File: src/hw/fmecc_pkg.sv
// Purpose: shared constants and types of the correction and crc control block
// Assumes: byte-wide register port, one clock
// Notes: offsets are byte addresses of the register port
`default_nettype none
package fmecc_pkg;
	localparam int ADDR_W = 8;
	localparam int DATA_W = 8;
	localparam int BUF_DEPTH = 8;
	localparam int PTR_W = 3;
	localparam int STAT_W = 5;

	localparam logic [7:0] OFF_FS_SET = 8'h1B;
	localparam logic [7:0] OFF_FS_CLR = 8'h1C;
	localparam logic [7:0] OFF_ADDR_CLR = 8'h20;
	localparam logic [7:0] OFF_DATA_PORT = 8'h21;
	localparam logic [7:0] OFF_START = 8'h22;
	localparam logic [7:0] OFF_COUNTS = 8'h23;
	localparam logic [7:0] OFF_VCRC = 8'h24;
	localparam logic [7:0] OFF_THRESH = 8'h25;
	localparam logic [7:0] OFF_L4CTL = 8'h28;
	localparam logic [7:0] OFF_IRQ_STAT = 8'h2E;
	localparam logic [7:0] OFF_IRQ_MASK = 8'h2F;

	localparam logic [7:0] RST_COUNTS = 8'hFB;
	localparam logic [7:0] RST_THRESH = 8'hEE;
	localparam logic [7:0] RST_VCRC = 8'h00;
	localparam logic [2:0] RST_L4_MODE = 3'h6;
	localparam logic [2:0] L4_MODE_CLEAR = 3'h7;
	localparam logic [1:0] ACLR_RESET = 2'h1;
	localparam logic [1:0] ACLR_TEST = 2'h2;

	localparam int ST_H1_DONE = 0;
	localparam int ST_V_DONE = 1;
	localparam int ST_H2_DONE = 2;
	localparam int ST_L4_ERR = 3;
	localparam int ST_FS_LOST = 4;

	typedef enum logic [1:0] {
		SEQ_IDLE = 2'b00,
		SEQ_H1 = 2'b01,
		SEQ_V = 2'b11,
		SEQ_H2 = 2'b10
	} fmecc_seq_state_t;
endpackage
`default_nettype wire

File: src/hw/fmecc_seq.sv
// Purpose: chains first horizontal, vertical and second horizontal correction
// Assumes: done inputs are one-cycle pulses from the correction cores
// Notes: a host start while no stage is busy enters the chain at the chosen stage
`default_nettype none
module fmecc_seq (
	input wire logic clk_i,
	input wire logic sys_rst_i,
	input wire logic blk_valid_i,
	input wire logic [2:0] host_start_i,
	input wire logic [2:0] stage_done_i,
	output logic [2:0] stage_start_o,
	output logic [2:0] stage_busy_o
);
	import fmecc_pkg::*;

	typedef struct packed {
		fmecc_seq_state_t st;
		logic [2:0] start;
	} fmecc_seq_s_t;

	localparam fmecc_seq_s_t SEQ_RST = '{st: SEQ_IDLE, start: 3'h0};

	fmecc_seq_s_t s_r, s_nxt;

	always_comb begin
		s_nxt = s_r;
		s_nxt.start = 3'h0;
		case (s_r.st)
			SEQ_IDLE: begin
				// automatic run on each block
				if (blk_valid_i || host_start_i[0]) begin
					s_nxt.st = SEQ_H1;
					s_nxt.start = 3'h1;
				end else if (host_start_i[1]) begin
					s_nxt.st = SEQ_V;
					s_nxt.start = 3'h2;
				end else if (host_start_i[2]) begin
					s_nxt.st = SEQ_H2;
					s_nxt.start = 3'h4;
				end
			end
			SEQ_H1: begin
				if (stage_done_i[0]) begin
					s_nxt.st = SEQ_V;
					s_nxt.start = 3'h2;
				end
			end
			SEQ_V: begin
				if (stage_done_i[1]) begin
					s_nxt.st = SEQ_H2;
					s_nxt.start = 3'h4;
				end
			end
			SEQ_H2: begin
				if (stage_done_i[2]) begin
					s_nxt.st = SEQ_IDLE;
				end
			end
			default: begin
				s_nxt = SEQ_RST;
			end
		endcase
	end

	always_ff @(posedge clk_i) begin
		if (sys_rst_i) begin
			s_r <= SEQ_RST;
		end else begin
			s_r <= s_nxt;
		end
	end

	assign stage_start_o = s_r.start;
	// stage state bits for the start register
	assign stage_busy_o = {s_r.st == SEQ_H2, s_r.st == SEQ_V, s_r.st == SEQ_H1};
endmodule
`default_nettype wire

File: src/hw/fmecc_top.sv
// Purpose: register file, correction sequencing, receive ports and crc control
// Assumes: correction cores and layer-4 crc section share clk_i
// Notes: read data appear one cycle after the read strobe
`default_nettype none
//Function
//- Run the three correction stages automatically in a chain for each block that arrives while no stage is busy.
//- Deliver correction and crc outcome with data at both receive ports.
//- Any write to the force-set register makes the frame synchronized.
//- Any write to the force-clear register makes the frame unsynchronized.
//- Start register bits start each stage while no stage is busy; reads return each stage state.
//- Count register reads results, writes counts resetting to 111 and 110.
//- Vertical correction result register is read-only, resets to zero.
//- Threshold register holds first horizontal count 111 and threshold 1110.
//- Crc clear acts only when the mode bits are all ones.
//- Top bit of layer-4 control reads one on crc error.
module fmecc_top (
	input wire logic clk_i,
	input wire logic sys_rst_i,
	input wire logic [fmecc_pkg::ADDR_W-1:0] addr_i,
	input wire logic [fmecc_pkg::DATA_W-1:0] wr_data_i,
	input wire logic wr_i,
	input wire logic rd_i,
	output logic [fmecc_pkg::DATA_W-1:0] rd_data_o,
	input wire logic blk_valid_i,
	input wire logic [2:0] stage_done_i,
	output logic [2:0] stage_start_o,
	input wire logic [7:0] h1_data_i,
	input wire logic h1_corr_res_i,
	input wire logic h1_crc_res_i,
	input wire logic [7:0] vertical_crc_out_i,
	input wire logic [7:0] h2_data_i,
	input wire logic h2_corr_res_i,
	input wire logic h2_crc_res_i,
	output logic p1_valid_o,
	output logic [7:0] p1_data_o,
	output logic p1_corr_res_o,
	output logic p1_crc_res_o,
	output logic p2_valid_o,
	output logic [7:0] p2_data_o,
	output logic p2_corr_res_o,
	output logic p2_crc_res_o,
	output logic [2:0] h1_count_o,
	output logic [2:0] v_count_o,
	output logic [2:0] h2_count_o,
	output logic [3:0] threshold_field_o,
	output logic correction_test_change_o,
	input wire logic sync_found_i,
	input wire logic sync_lost_i,
	output logic frame_synced_o,
	input wire logic layer4_crc_error_flag_i,
	output logic crc_clear_o,
	output logic [2:0] crc_test_mode_field_o,
	output logic memory_test_bit_o,
	output logic irq_o
);
	import fmecc_pkg::*;

	typedef struct packed {
		logic [7:0] rdata;
		logic [7:0] counts;
		logic [7:0] thresh;
		logic [2:0] l4_mode;
		logic memtest;
		logic l4_clr;
		logic synced;
		logic test_chg;
		logic [7:0] vcrc;
		logic [3:0] res;
		logic p1_v;
		logic [7:0] p1_d;
		logic [1:0] p1_f;
		logic p2_v;
		logic [7:0] p2_d;
		logic [1:0] p2_f;
		logic [PTR_W-1:0] ptr;
		logic [BUF_DEPTH-1:0][7:0] cbuf;
		logic [STAT_W-1:0] stat;
		logic [STAT_W-1:0] mask;
		logic l4_prev;
	} fmecc_s_t;

	localparam fmecc_s_t TOP_RST = '{
		rdata: 8'h00, counts: RST_COUNTS, thresh: RST_THRESH, l4_mode: RST_L4_MODE,
		memtest: 1'b0, l4_clr: 1'b0, synced: 1'b0, test_chg: 1'b0, vcrc: RST_VCRC,
		res: 4'h0, p1_v: 1'b0, p1_d: 8'h00, p1_f: 2'h0, p2_v: 1'b0, p2_d: 8'h00,
		p2_f: 2'h0, ptr: '0, cbuf: '0, stat: '0, mask: '0, l4_prev: 1'b0};

	fmecc_s_t s_r, s_nxt;
	logic [2:0] busy;
	logic [2:0] host_start;
	logic [STAT_W-1:0] ev;
	logic [STAT_W-1:0] w1c;

	function automatic logic hit(input logic [7:0] a, input logic [7:0] off);
		hit = (a == off);
	endfunction

	assign host_start = (wr_i && hit(addr_i, OFF_START)) ? wr_data_i[2:0] : 3'h0;

	fmecc_seq u_seq (
		.clk_i(clk_i),
		.sys_rst_i(sys_rst_i),
		.blk_valid_i(blk_valid_i),
		.host_start_i(host_start),
		.stage_done_i(stage_done_i),
		.stage_start_o(stage_start_o),
		.stage_busy_o(busy)
	);

	always_comb begin
		s_nxt = s_r;
		s_nxt.l4_clr = 1'b0;
		s_nxt.test_chg = 1'b0;
		s_nxt.p1_v = 1'b0;
		s_nxt.p2_v = 1'b0;
		s_nxt.l4_prev = layer4_crc_error_flag_i;
		ev = '0;
		w1c = '0;
		// outcome captured with data at each receive port
		if (stage_done_i[0] && busy[0]) begin
			s_nxt.p1_v = 1'b1;
			s_nxt.p1_d = h1_data_i;
			s_nxt.p1_f = {h1_corr_res_i, h1_crc_res_i};
			s_nxt.res[2] = h1_corr_res_i;
			s_nxt.res[0] = h1_crc_res_i;
			ev[ST_H1_DONE] = 1'b1;
		end
		if (stage_done_i[1] && busy[1]) begin
			s_nxt.vcrc = vertical_crc_out_i;
			ev[ST_V_DONE] = 1'b1;
		end
		if (stage_done_i[2] && busy[2]) begin
			s_nxt.p2_v = 1'b1;
			s_nxt.p2_d = h2_data_i;
			s_nxt.p2_f = {h2_corr_res_i, h2_crc_res_i};
			s_nxt.res[3] = h2_corr_res_i;
			s_nxt.res[1] = h2_crc_res_i;
			ev[ST_H2_DONE] = 1'b1;
		end
		ev[ST_L4_ERR] = layer4_crc_error_flag_i && !s_r.l4_prev;
		// forced writes win over the synchronizer's own detection
		if (wr_i && hit(addr_i, OFF_FS_SET)) begin
			s_nxt.synced = 1'b1;
		end else if (wr_i && hit(addr_i, OFF_FS_CLR)) begin
			s_nxt.synced = 1'b0;
		end else if (sync_lost_i) begin
			s_nxt.synced = 1'b0;
		end else if (sync_found_i) begin
			s_nxt.synced = 1'b1;
		end
		ev[ST_FS_LOST] = s_r.synced && !s_nxt.synced;
		if (wr_i) begin
			if (hit(addr_i, OFF_ADDR_CLR)) begin
				if (wr_data_i[1:0] == ACLR_RESET) begin
					s_nxt.ptr = '0;
				end
				s_nxt.test_chg = (wr_data_i[1:0] == ACLR_TEST);
			end
			if (hit(addr_i, OFF_DATA_PORT)) begin
				s_nxt.cbuf[s_r.ptr] = wr_data_i;
				s_nxt.ptr = s_r.ptr + 3'h1;
			end
			if (hit(addr_i, OFF_COUNTS)) begin
				s_nxt.counts = wr_data_i;
			end
			if (hit(addr_i, OFF_THRESH)) begin
				s_nxt.thresh = wr_data_i;
			end
			if (hit(addr_i, OFF_L4CTL)) begin
				s_nxt.l4_mode = wr_data_i[7:5];
				s_nxt.memtest = wr_data_i[1];
				// clear honoured only with mode 111
				s_nxt.l4_clr = wr_data_i[0] && (wr_data_i[7:5] == L4_MODE_CLEAR);
			end
			if (hit(addr_i, OFF_IRQ_STAT)) begin
				w1c = wr_data_i[STAT_W-1:0];
			end
			if (hit(addr_i, OFF_IRQ_MASK)) begin
				s_nxt.mask = wr_data_i[STAT_W-1:0];
			end
		end
		// a new event beats a clear in the same cycle
		s_nxt.stat = (s_r.stat & ~w1c) | ev;
		s_nxt.rdata = 8'h00;
		if (rd_i) begin
			if (hit(addr_i, OFF_DATA_PORT)) begin
				s_nxt.rdata = s_r.cbuf[s_r.ptr];
				s_nxt.ptr = s_r.ptr + 3'h1;
			end else if (hit(addr_i, OFF_START)) begin
				s_nxt.rdata = {5'h00, busy};
			end else if (hit(addr_i, OFF_COUNTS)) begin
				s_nxt.rdata = {s_r.res[3:2], 4'h0, s_r.res[1:0]};
			end else if (hit(addr_i, OFF_VCRC)) begin
				s_nxt.rdata = s_r.vcrc;
			end else if (hit(addr_i, OFF_L4CTL)) begin
				s_nxt.rdata = {layer4_crc_error_flag_i, 7'h00};
			end else if (hit(addr_i, OFF_IRQ_STAT)) begin
				s_nxt.rdata = {3'h0, s_r.stat};
			end else if (hit(addr_i, OFF_IRQ_MASK)) begin
				s_nxt.rdata = {3'h0, s_r.mask};
			end
		end
	end

	always_ff @(posedge clk_i) begin
		if (sys_rst_i) begin
			s_r <= TOP_RST;
		end else begin
			s_r <= s_nxt;
		end
	end

	assign rd_data_o = s_r.rdata;
	assign p1_valid_o = s_r.p1_v;
	assign p1_data_o = s_r.p1_d;
	assign p1_corr_res_o = s_r.p1_f[1];
	assign p1_crc_res_o = s_r.p1_f[0];
	assign p2_valid_o = s_r.p2_v;
	assign p2_data_o = s_r.p2_d;
	assign p2_corr_res_o = s_r.p2_f[1];
	assign p2_crc_res_o = s_r.p2_f[0];
	assign h2_count_o = s_r.counts[7:5];
	assign v_count_o = s_r.counts[4:2];
	assign h1_count_o = s_r.thresh[7:5];
	assign threshold_field_o = s_r.thresh[3:0];
	assign correction_test_change_o = s_r.test_chg;
	assign frame_synced_o = s_r.synced;
	assign crc_clear_o = s_r.l4_clr;
	assign crc_test_mode_field_o = s_r.l4_mode;
	assign memory_test_bit_o = s_r.memtest;
	assign irq_o = |(s_r.stat & s_r.mask);
endmodule
`default_nettype wire

File: config.mk
export PLATFORM = sky130hd
export DESIGN_NAME = fmecc_top
export DESIGN_NICKNAME = d
export VERILOG_FILES = /design/src/hw/fmecc_pkg.sv /design/src/hw/fmecc_seq.sv /design/src/hw/fmecc_top.sv
export SDC_FILE = /design/constraint.sdc
export NUM_CORES = 1
export LEC_CHECK = 0
export BUFFER_PORTS_ARGS = -buffer_cell sky130_fd_sc_hd__buf_2
export CAP_MARGIN = 10
export CORE_MARGIN = 4
export CORE_UTILIZATION = 55
export CTS_CLUSTER_DIAMETER = 50
export DETAILED_ROUTE_END_ITERATION = 8
export HOLD_SLACK_MARGIN = 0.03
export PLACE_DENSITY_LB_ADDON = 0.3
export SETUP_SLACK_MARGIN = 0.02
export SYNTH_ARGS = -nofsm -noshare
export SYNTH_HDL_FRONTEND = slang
export SYNTH_HIERARCHICAL = 1
export SYNTH_SLANG_ARGS = --single-unit
File: constraint.sdc
create_clock -name clk_i -period 2 [get_ports clk_i]
set_input_delay 0.1 -clock clk_i [delete_from_list [all_inputs] [get_ports clk_i]]
set_output_delay 0.1 -clock clk_i [all_outputs]
set_load 0.05 [all_outputs]
---- Yosys cells after proc, flatten, opt, wreduce, memory -nomap -nowiden ----
Cells that the tools add are included.
word-level totals
  input port bits ......................... 55
  word-level logic and storage cells ...... 123
  flip-flop bits (word level) ............. 144
operators by class
  mux-type cells .......................... 38
  bitwise operators ....................... 8
  equality and inequality tests ........... 21
  $lt $le $gt $ge ......................... 2
  reduce and logical (&&, ||, !) cells .... 24
  add/subtract/negate cells ............... 1
operator list
  cell                                                                           count
  67-bit two-way mux                                                             2
  8-bit by 6-bit == test with 1-bit output (second input constant)               9
  64-bit bitwise mux                                                             1
  8-bit two-way mux                                                              7
  5-bit two-way mux                                                              9
  8-bit binary-select mux with 3-bit select                                      1
  8-bit demux with 3-bit select                                                  1
  11-bit two-way mux                                                             2
  8-bit by 5-bit == test with 1-bit output (second input constant)               2
  3-bit two-way mux                                                              5
  5-bit AND                                                                      2
  1-bit logical AND                                                              10
  2-bit AND reduction                                                            5
  3-bit case mux with 3 select lines                                             1
  2-bit case mux with 4 select lines                                             1
  1-bit two-way mux                                                              7
  2-bit == test (second input constant)                                          3
  2-bit != test (second input constant)                                          3
  3-bit OR reduction                                                             2
  5-bit NOT                                                                      1
  5-bit OR                                                                       1
  5-bit OR reduction                                                             1
  2-bit by 1-bit == test with 1-bit output (second input constant)               2
  3-bit by 4-bit less-than comparator with 1-bit output (second input constant)  1
  other kinds (11)                                                               15

---- Depth between registers and ports, before layout ----
Gate-level depths: netlist of the first run.
  word-level depth ........................ 9
  mapped depth ............................ 8
  gate-level depth less buffers ........... 6

---- Hierarchy ----
The synthesis of the first run kept the hierarchy.
modules (own cells, without submodules)
  module     area an instance (um2)  times used  cells each
  fmecc_top  6247.2                  1           663
  fmecc_seq  301.5                   1           35

---- Worst setup path after synthesis of the first run ----
No wires, ideal clock.
  path kind ............................... input to register
  start point ............................. input port addr_i[2] (netlist bit)
  end point ............................... register u_seq/s_r[3] (netlist bit)
  setup slack ............................. 0.249 ns
  stages on the path ...................... 8
  arrival time ............................ 1.676 ns
  path buffers ............................ 2
  library setup time ...................... 0.074 ns
  required time ........................... 1.926 ns
  cell sequence ........................... clkbuf_1 nor2_1 and3_1 clkbuf_1 and3_1 nor3_1 a211o_1 a31oi_1
on the way
  word-level cells in the longest chain between the ends .. 6
ends and longest elaborated chain
  item                                                                                                   RTL line         source
  from (decl)                                                                                            fmecc_top.sv:19  input wire logic [fmecc_pkg::ADDR_W-1:0] addr_i,
  8-bit by 6-bit == test with 1-bit output *                                                             fmecc_top.sv:95  hit = (a == off);
  1-bit logical AND *                                                                                    fmecc_top.sv:98  assign host_start = (wr_i && hit(addr_i, OFF_START)) ? wr_data_i[2:0] : 3'h0;
  3-bit two-way mux *                                                                                    fmecc_top.sv:98
  via host_start[0]                                                                                      fmecc_top.sv:90  logic [2:0] host_start;
  1-bit logical OR *                                                                                     fmecc_seq.sv:31  if (blk_valid_i || host_start_i[0]) begin
  4-bit by 3-bit != test with 1-bit output (no source line) / 5-bit two-way mux (equally long branches)  n/a
  4-bit AND reduction (no source line) / 2-bit case mux with 4 select lines (equally long branches)      n/a
  to (signal assigned)                                                                                   fmecc_seq.sv:69  s_r <= s_nxt;
  to (decl)                                                                                              fmecc_seq.sv:23  fmecc_seq_s_t s_r, s_nxt;
Mark *: on every way through the listed nets, which the timed path passes. The rest lies on a longest branch.
A chain may end at the register's enable or synchronous reset.

---- Final worst setup path of the first run ----
  start point ............................. register s_r[77] (netlist bit)
  end point ............................... register s_r (netlist bit rd_data_o[6])
on the way
  word-level cells in the longest chain between the ends .. 3
ends and longest elaborated chain
  item                                       RTL line          source
  from (decl)                                fmecc_top.sv:88   fmecc_s_t s_r, s_nxt;
  from (signal assigned)                     fmecc_top.sv:209  s_r <= s_nxt;
  8-bit binary-select mux with 3-bit select  fmecc_top.sv:187  s_nxt.rdata = s_r.cbuf[s_r.ptr];
  8-bit two-way mux (not written as such)    fmecc_top.sv:187
  8-bit two-way mux                          fmecc_top.sv:186  if (hit(addr_i, OFF_DATA_PORT)) begin
Every way passes these cells. The select of a mux whose other input is x is not followed.

==> results of run 1 <==
==> layer usage <==
metal	up-vias	wire (µm)	GRT usage
met1	2622	7610	0.339
li1	2593	-	-
met2	264	8360	0.421
met4	0	304	0.0894
met5	-	0	0
met3	29	1340	0.0473
==> cells by family (layout without fill, tap and decap cells) <==
logic type	Yosys count	in the layout	synth area share
flops	141	141	0.431
xor+xnor	1	1	0.00134
fa+ha+maj	1	1	0.00191
simple gates	269	269	0.215
mux	105	105	0.184
buf+inv	93	201	0.0818
compound gates	88	88	0.0852
==> synth_stat cells (2+ instances only) <==
cell	number	area [µm²]
and4b_1	3	30.0
nand2b_1	46	288
and3b_1	2	17.5
inv_1	4	15.0
nor4b_1	4	35.0
a32oi_1	2	17.5
dfxtp_1	141	2820
and2_1	7	43.8
o22ai_1	5	31.3
o2bb2ai_1	2	17.5
o21ai_0	6	30.0
nor2b_1	10	62.6
buf_1	6	22.5
a221o_1	3	30.0
nand2_1	108	405
nor3_1	7	35.0
a21oi_1	40	200
nand3_1	27	135
mux2i_1	89	891
nor2_1	25	93.8
and3_1	6	37.5
mux4_2	12	270
mux2_2	4	45.0
o211ai_1	5	37.5
nand2_2	5	31.3
a211o_1	4	35.0
o2111ai_1	2	17.5
or4b_1	2	20.0
and4_1	3	26.3
buf_4	44	330
buf_2	11	55.1
o31ai_1	2	15.0
a22oi_1	3	22.5
o21ai_1	2	10.0
clkbuf_1	27	101
nand4_1	6	37.5
a31oi_1	5	31.3
==> stage by stage <==
stage	area, µm²	setup slack (ns)
2_1_floorplan	6550	0.249
3_3_place_gp	6930	0.228
3_5_place_dp	6930	0.201
4_1_cts	7920	0.183
5_1_grt	7920	0.0667
6_report	7920	0.158
==> critical path: stages, from the launching register on <==
cell and delay (ns):
dfxtp_1 0.48, buf_4 0.28, buf_4 0.24, mux4_2 0.32, mux2i_1 0.24, o32ai_1 0.15
==> where the power goes <==
group	total (mW)	internal (mW)	switching [mW]
sequential	2.86	2.84	0.0242
combinational	0.471	0.182	0.290
clock	3.35	2.14	1.22
==> worst max-delay path by stage <==
stage,startpoint,cells after the start,slack (ns),to
after CTS,s_r[77]$_SDFF_PP0_,5,0.18,rd_data_o[6]$_SDFF_PP0_
final,s_r[77]$_SDFF_PP0_,5,0.16,rd_data_o[6]$_SDFF_PP0_
after global placement,addr_i[4],6,0.23,flip-flop
after global routing,s_r[77]$_SDFF_PP0_,5,0.07,rd_data_o[6]$_SDFF_PP0_
after detailed placement,addr_i[4],6,0.20,flip-flop
after floorplan,addr_i[2],8,0.25,u_seq/s_r[3]$_SDFFE_PP0P_
==> area by class of cell <==
type | instances | share of cell area
clock buffer | 20 | 0.0564
sequential | 141 | 0.356
multi-input combinational | 464 | 0.403
timing repair buffer | 165 | 0.137
tap | 143 | 0.0226
inverter | 4 | 0.00190
clock inverter | 12 | 0.0234
==> results.py, run 1 <==
metrics = {
    "global_route": {
        "grt_pass1_vias": 5373,
        "grt_pass1_wl_um": 27200,
        "grtUsageTotal": 0.256,
        "grt_max_degree": 90,
        "grt-ovfl-total": 0,
        "antenna_found_initial": 0,
    },
    "floorplan": {
        "dieArea_um2": 13700,
        "die_y_um": 117,
        "core_area_um2": 11500,
        "row_count": 39,
        "die_w_um": 117,
        "initial_core_util": 0.569,
        "ios": 109,
    },
    "worst_setup_path": {
        "criticalPathCategory": "reg -> reg",
        "crit_required_ns": 2.27,
        "arrival_ns": 2.11,
        "crit_path_end_kind": "flip-flop",
        "r2r_start": "s_r[77]$_SDFF_PP0_",
        "path_max_fanout": 11,
        "r2r-end": "rd_data_o[6]$_SDFF_PP0_",
        "r2r_setup_slack_ns": 0.16,
        "cp-start-kind": "flip-flop",
        "reg2reg_depth": 5,
    },
    "yosys": {
        "synth.distinct_cells": 55,
        "netlist_area_um2": 6550,
        "yosysSeqAreaShare": 0.431,
        "synthCells": 698,
        "ys_dominant_reg_cell": "dfxtp_1",
        "syn_area_per_cell_um2": 9.38,
        "synthArstFlopShare": 0,
        "synth_edf_count": 0,
        "yosys_warnings": 6,
        "syn_nets": 754,
        "ys_ff_latch": 141,
    },
    "layout": {
        "drive_above_1_share": 0.228,
        "seqCellArea_um2": 2820,
        "diodes": 0,
        "final_common_cell": "dfxtp_1",
        "fin_util": 0.688,
        "multiInputGateArea_um2": 3190,
        "nNetsFinal": 849,
        "finalNonFillerCells": 949,
        "final_cell_mix": "dfxtp_1 (141), nand2_1 (108), buf_2 (108)",
        "fill_cells": 854,
        "syn_to_final_growth_pct": 21.0,
    },
    "detailed_routing": {
        "first_pass_iters": 5,
        "wl_per_cell_um": 18.6,
        "num_vias": 5508,
        "drc": 0,
        "viasPerCell": 5.80,
        "ant_nets": 0,
        "drt_iter0_drc": 577,
        "finalWirelength_um": 17600,
    },
    "clocking": {
        "cts-htree-levels": 4,
        "clock_latency_ns": 0.41,
        "cts.path.max_buffers": 2,
        "cts_made_buffers": 17,
        "cts_root_buf": "clkbuf_16",
        "cts_tree": "built",
        "clkSinkCount": 141,
        "clk_pin_slew_ns": 0.06,
        "ctsResizeCount": 0,
        "cts_setup_buffers": 0,
        "hold_buffers": 36,
    },
    "placement": {
        "io_buffers": 108,
        "dp_hpwl_um": 11800,
        "gp_congestion": 0.948,
        "placed_cells": 881,
    },
    "timing": {
        "rsz0062_at_grt": "no",
        "holdWs_ns": 0.0694,
        "finalHoldViolations": 0,
        "clock.fmax_mhz": 543,
        "tightestPinTransition_ns": 0.511,
        "slew_viol_final": 0,
        "finalSetupViolCount": 0,
        "min_period_ns": 1.84,
        "fin_crit_sh": 0.921,
        "fin_tns_setup_ns": 0,
        "fin_skew_ns": 0.00627,
        "relSlewSlack": 0.659,
    },
    "worst_hold_path": {
        "holdPathStages": 2,
        "hold_path_end": "crc_test_mode_field_o[0]$_SDFFE_PP0P_",
        "hp-start": "sys_rst_i",
        "hold_path_class": "in -> reg",
    },
    "outcome": {
        "outcome": "finished clean",
    },
    "pwr": {
        "irDropWorstVdd_mv": 0.983,
        "pwr_density_cell_nw_per_um2": 844,
        "power_leakage_nw": 3.52,
        "power.total_mw": 6.68,
    },
    "flow_run": {
        "cap_viol_max_count": 0,
    },
}
(Power assumes the default switching activity.)
==> inputs of run 2 (changes only) <==
--- a/config.mk
+++ b/config.mk
@@ -7,8 +7,10 @@
 export LEC_CHECK = 0
 export BUFFER_PORTS_ARGS = -buffer_cell sky130_fd_sc_hd__buf_2
 export CAP_MARGIN = 10
+export CELL_PAD_IN_SITES_DETAIL_PLACEMENT = 0
+export CELL_PAD_IN_SITES_GLOBAL_PLACEMENT = 1
 export CORE_MARGIN = 4
-export CORE_UTILIZATION = 55
+export CORE_UTILIZATION = 43
 export CTS_CLUSTER_DIAMETER = 50
 export DETAILED_ROUTE_END_ITERATION = 8
 export HOLD_SLACK_MARGIN = 0.03
==> results.py, run 2 (same netlist as run 1, synthesis figures left out) <==
metrics = {
    "outcome": {
        "outcome": "finished clean",
    },
    "worst_hold_path": {
        "hp-start": "wr_data_i[2]",
        "hold_path_class": "in -> reg",
        "holdPathStages": 3,
        "hold_path_end": "v_count_o[0]$_SDFFE_PP0P_",
    },
    "timing": {
        "min_period_ns": 1.89,
        "rsz0062_at_grt": "no",
        "relSlewSlack": 0.478,
        "tightestPinTransition_ns": 0.783,
        "clock.fmax_mhz": 530,
        "fin_crit_sh": 0.943,
        "slew_viol_final": 0,
        "holdWs_ns": 0.0402,
        "finalHoldViolations": 0,
        "fin_skew_ns": 0.00741,
        "finalSetupViolCount": 0,
        "finalWorstSetupSlack_ns": 0.114,
        "fin_tns_setup_ns": 0,
    },
    "floorplan": {
        "initial_core_util": 0.446,
        "die_y_um": 131,
        "die_w_um": 131,
        "dieArea_um2": 17300,
        "row_count": 44,
        "ios": 109,
        "core_area_um2": 14700,
    },
    "layout": {
        "fill_cells": 1358,
        "diodes": 0,
        "multiInputGateArea_um2": 3190,
        "fin_util": 0.538,
        "design_area_um2": 7900,
        "final_common_cell": "dfxtp_1",
        "syn_to_final_growth_pct": 20.7,
        "seqCellArea_um2": 2820,
        "finalNonFillerCells": 991,
        "drive_above_1_share": 0.229,
        "nNetsFinal": 850,
        "final_cell_mix": "dfxtp_1 (141), nand2_1 (108), buf_2 (108)",
    },
    "flow_run": {
        "cap_viol_max_count": 0,
    },
    "global_route": {
        "grt_max_degree": 84,
        "grt_pass1_vias": 5468,
        "grt_pass1_wl_um": 29200,
        "antenna_found_initial": 0,
        "grt-ovfl-total": 0,
        "grtUsageTotal": 0.208,
    },
    "pwr": {
        "power.total_mw": 6.41,
        "power_leakage_nw": 3.49,
        "irDropWorstVdd_mv": 0.574,
        "pwr_density_cell_nw_per_um2": 811,
    },
    "placement": {
        "dpl_cell_area_um2": 6960,
        "gp_congestion": 0.862,
        "placed_cells": 923,
        "io_buffers": 108,
        "dp_hpwl_um": 12400,
        "dp_slack_ns": 0.0778,
    },
    "detailed_routing": {
        "drc": 0,
        "first_pass_iters": 4,
        "finalWirelength_um": 17700,
        "viasPerCell": 5.38,
        "drt_iter0_drc": 467,
        "num_vias": 5336,
        "ant_nets": 0,
        "wl_per_cell_um": 17.8,
    },
    "worst_setup_path": {
        "path_max_fanout": 14,
        "crit_path_end_kind": "flip-flop",
        "r2r_setup_slack_ns": 0.11,
        "criticalPathCategory": "reg -> reg",
        "arrival_ns": 2.16,
        "crit_required_ns": 2.28,
        "r2r-end": "rd_data_o[5]$_SDFF_PP0_",
        "cp-start-kind": "flip-flop",
        "reg2reg_depth": 5,
        "r2r_start": "s_r[77]$_SDFF_PP0_",
    },
    "clocking": {
        "clk_pin_slew_ns": 0.06,
        "clkSinkCount": 141,
        "cts_made_buffers": 17,
        "cts-htree-levels": 4,
        "cts.path.max_buffers": 2,
        "cts_tree": "built",
        "clock_latency_ns": 0.42,
        "cts_root_buf": "clkbuf_16",
    },
}
-- run 2: cell types whose count changed in the layout (fill, tap and decap cells not counted), sizes merged --
cell and change:
clkinv +3, bufinv -2, inv -1, buf +1, clkinvlp +1, clkbuf -1
-- run 2: area by class of cell --
type / instances / share of cell area
Multi-Input combinational cell: 464 / 0.404
Sequential cell: 141 / 0.357
Timing Repair Buffer: 166 / 0.135
Clock buffer: 19 / 0.0548
Tap cell: 184 / 0.0291
Clock inverter: 13 / 0.0180
Inverter: 4 / 0.00190
-- run 2: where the power goes --
part	internal (mW)	switching [mW]	total [mW]
Clock	1.84	1.25	3.09
Combinational	0.179	0.284	0.463
Sequential	2.84	0.0220	2.86
Total	4.86	1.56	6.41
-- run 2: worst max-delay path by stage --
stage / endpoint / startpoint / depth (start not counted) / slack (ns)
4_1_cts: rd_data_o[6]$_SDFF_PP0_ / s_r[77]$_SDFF_PP0_ / 5 / 0.08
3_3_place_gp: rd_data_o[6]$_SDFF_PP0_ / s_r[77]$_SDFF_PP0_ / 5 / 0.13
5_1_grt: rd_data_o[5]$_SDFF_PP0_ / s_r[77]$_SDFF_PP0_ / 5 / 0.08
2_1_floorplan: u_seq/s_r[3]$_SDFFE_PP0P_ / addr_i[2] / 8 / 0.25
3_5_place_dp: rd_data_o[6]$_SDFF_PP0_ / s_r[77]$_SDFF_PP0_ / 5 / 0.08
6_report: rd_data_o[5]$_SDFF_PP0_ / s_r[77]$_SDFF_PP0_ / 5 / 0.11
-- run 2: worst max-delay path: stages (launching register included) --
cell	delay [ns]
dfxtp_1	0.49
buf_6	0.25
buf_4	0.21
mux4_2	0.32
mux2i_1	0.30
o22ai_1	0.17
-- run 2: repair_timing --
| action | CTS | global route |
|---|---|---|
| resized for setup | 0 | 1 |
| setup endpoints to repair | 0 | 2 |
| hold buffers | 36 | 0 |
| hold endpoints to repair | 45 | 0 |
| setup buffers | 0 | 0 |
-- run 2: routing by layer --
| metal | GRT usage | routed length, µm | up-vias |
|---|---|---|---|
| li1 | - | - | 2592 |
| met1 | 0.281 | 8400 | 2581 |
| met2 | 0.327 | 8150 | 140 |
| met3 | 0.0478 | 841 | 23 |
| met4 | 0.0753 | 276 | 0 |
| met5 | 0 | 0 | - |
==> inputs of run 3 (changes only) <==
--- a/config.mk
+++ b/config.mk
@@ -14,6 +14,7 @@
 export CTS_CLUSTER_DIAMETER = 50
 export DETAILED_ROUTE_END_ITERATION = 8
 export HOLD_SLACK_MARGIN = 0.03
+export MAX_ROUTING_LAYER = met4
 export PLACE_DENSITY_LB_ADDON = 0.3
 export SETUP_SLACK_MARGIN = 0.02
 export SYNTH_ARGS = -nofsm -noshare
==> results.py, run 3 (same netlist as run 1, synthesis figures left out) <==
metrics = {
    "clocking": {
        "clock_latency_ns": 0.42,
        "cts.path.max_buffers": 2,
        "cts_made_buffers": 17,
        "cts_tree": "built",
        "cts-htree-levels": 4,
        "clkSinkCount": 141,
        "cts_setup_buffers": 0,
        "clk_pin_slew_ns": 0.06,
        "cts_root_buf": "clkbuf_16",
    },
    "pwr": {
        "pwr_density_cell_nw_per_um2": 811,
        "power_leakage_nw": 3.49,
        "irDropWorstVdd_mv": 0.572,
    },
    "worst_setup_path": {
        "cp.depth": 5,
        "crit_path_end_kind": "flip-flop",
        "r2r-end": "rd_data_o[5]$_SDFF_PP0_",
        "crit_required_ns": 2.27,
        "r2r_start": "s_r[77]$_SDFF_PP0_",
        "criticalPathCategory": "reg -> reg",
        "path_cells": "buf_6, buf_4, mux4_2, mux2i_1, o22ai_1",
        "critPathBufInv": 2,
        "path_max_fanout": 14,
        "r2r_setup_slack_ns": 0.12,
        "arrival_ns": 2.15,
        "cp_top_family": "multiplexers",
        "cp_slowest_stage_delay_ns": 0.49,
        "slowest_stage": "dfxtp_1",
        "cp-start-kind": "flip-flop",
        "reg2reg_depth": 5,
    },
    "worst_hold_path": {
        "hold_path_end": "threshold_field_o[3]$_SDFFE_PP1P_",
        "holdPathStages": 3,
        "hold_path_class": "in -> reg",
        "hp-start": "wr_data_i[3]",
    },
    "global_route": {
        "grt_pass1_vias": 5456,
        "antenna_found_initial": 0,
        "grt_max_degree": 84,
        "grtUsageTotal": 0.214,
        "grt_pass1_wl_um": 29200,
        "grt-ovfl-total": 0,
    },
    "layout": {
        "final_cell_mix": "dfxtp_1 (141), nand2_1 (108), buf_2 (108)",
        "syn_to_final_growth_pct": 20.7,
        "nNetsFinal": 850,
        "diodes": 0,
        "drive_above_1_share": 0.229,
        "final_common_cell": "dfxtp_1",
    },
    "detailed_routing": {
        "drc": 0,
        "drt_iter0_drc": 428,
        "first_pass_iters": 4,
        "finalWirelength_um": 17600,
        "viasPerCell": 5.40,
        "wl_per_cell_um": 17.8,
        "num_vias": 5348,
        "ant_nets": 0,
    },
    "timing": {
        "finalSetupViolCount": 0,
        "clock.fmax_mhz": 532,
        "fin_crit_sh": 0.940,
        "min_period_ns": 1.88,
        "fin_skew_ns": 0.00490,
        "finalWorstSetupSlack_ns": 0.120,
        "slew_viol_final": 0,
        "relSlewSlack": 0.482,
        "rsz0062_at_grt": "no",
        "tightestPinTransition_ns": 0.778,
        "fin_tns_setup_ns": 0,
        "finalHoldViolations": 0,
    },
    "placement": {
        "dp_slack_ns": 0.0778,
        "gp_congestion": 0.875,
        "io_buffers": 108,
        "dp_hpwl_um": 12400,
    },
    "floorplan": {
        "initial_core_util": 0.446,
        "die_w_um": 131,
        "ios": 109,
        "dieArea_um2": 17300,
        "row_count": 44,
        "die_y_um": 131,
        "core_area_um2": 14700,
    },
    "flow_run": {
        "cap_viol_max_count": 0,
    },
    "outcome": {
        "outcome": "finished clean",
    },
}
-- run 3: how the worst max path moves through the flow --
stage	startpoint	end	slack [ns]
6_report	s_r[77]$_SDFF_PP0_	rd_data_o[5]$_SDFF_PP0_	0.12
4_1_cts	s_r[77]$_SDFF_PP0_	rd_data_o[6]$_SDFF_PP0_	0.08
2_1_floorplan	addr_i[2]	u_seq/s_r[3]$_SDFFE_PP0P_	0.25
3_3_place_gp	s_r[77]$_SDFF_PP0_	rd_data_o[6]$_SDFF_PP0_	0.13
5_1_grt	s_r[77]$_SDFF_PP0_	rd_data_o[5]$_SDFF_PP0_	0.08
3_5_place_dp	s_r[77]$_SDFF_PP0_	rd_data_o[6]$_SDFF_PP0_	0.08
-- run 3: area by class of cell --
cell class                 instances  area, µm²
clock buffer                      19        433
clock inverter                    13        143
fill                            1358       6800
inverter                           4       15.0
multi-input combinational        464       3190
sequential                       141       2820
tap                              184        230
timing repair buffer             166       1070
-- run 3: worst reg2reg max path: cells and delay by family (launching register included) --
| kind | cells | cell delay, ns |
|---|---|---|
| compound gates | 1 | 0.17 |
| buf+inv | 2 | 0.47 |
| flops | 1 | 0.49 |
| mux | 2 | 0.62 |
-- run 3: routing by layer --
metal	track usage	routed length, µm
met4	0.0718	280
met1	0.282	8410
met2	0.327	8140
met3	0.0497	790
met5	-	0
-- run 3: repair_timing --
action	CTS	global route
gates resized for setup	0	1
hold buffers	36	0
hold endpoints to repair	45	0
endpoints found under the setup margin	0	2
-- run 3: power by group --
| group | switching, mW | internal [mW] |
|---|---|---|
| clock | 1.25 | 1.84 |
| sequential | 0.0221 | 2.84 |
| combinational | 0.284 | 0.179 |
-- run 3: stage by stage --
step	std cells	power (mW)	instance area, µm²	utilization	hold slack (ns)
floorplan	698	3.18	6550	-	0.169
global placement	923	3.32	6960	0.474	0.344
detailed placement	923	3.33	6960	0.474	0.348
CTS	991	6.46	7900	0.537	0.0359
global route	991	6.65	7900	0.538	0.0564
finish	991	6.41	7900	0.538	0.0390
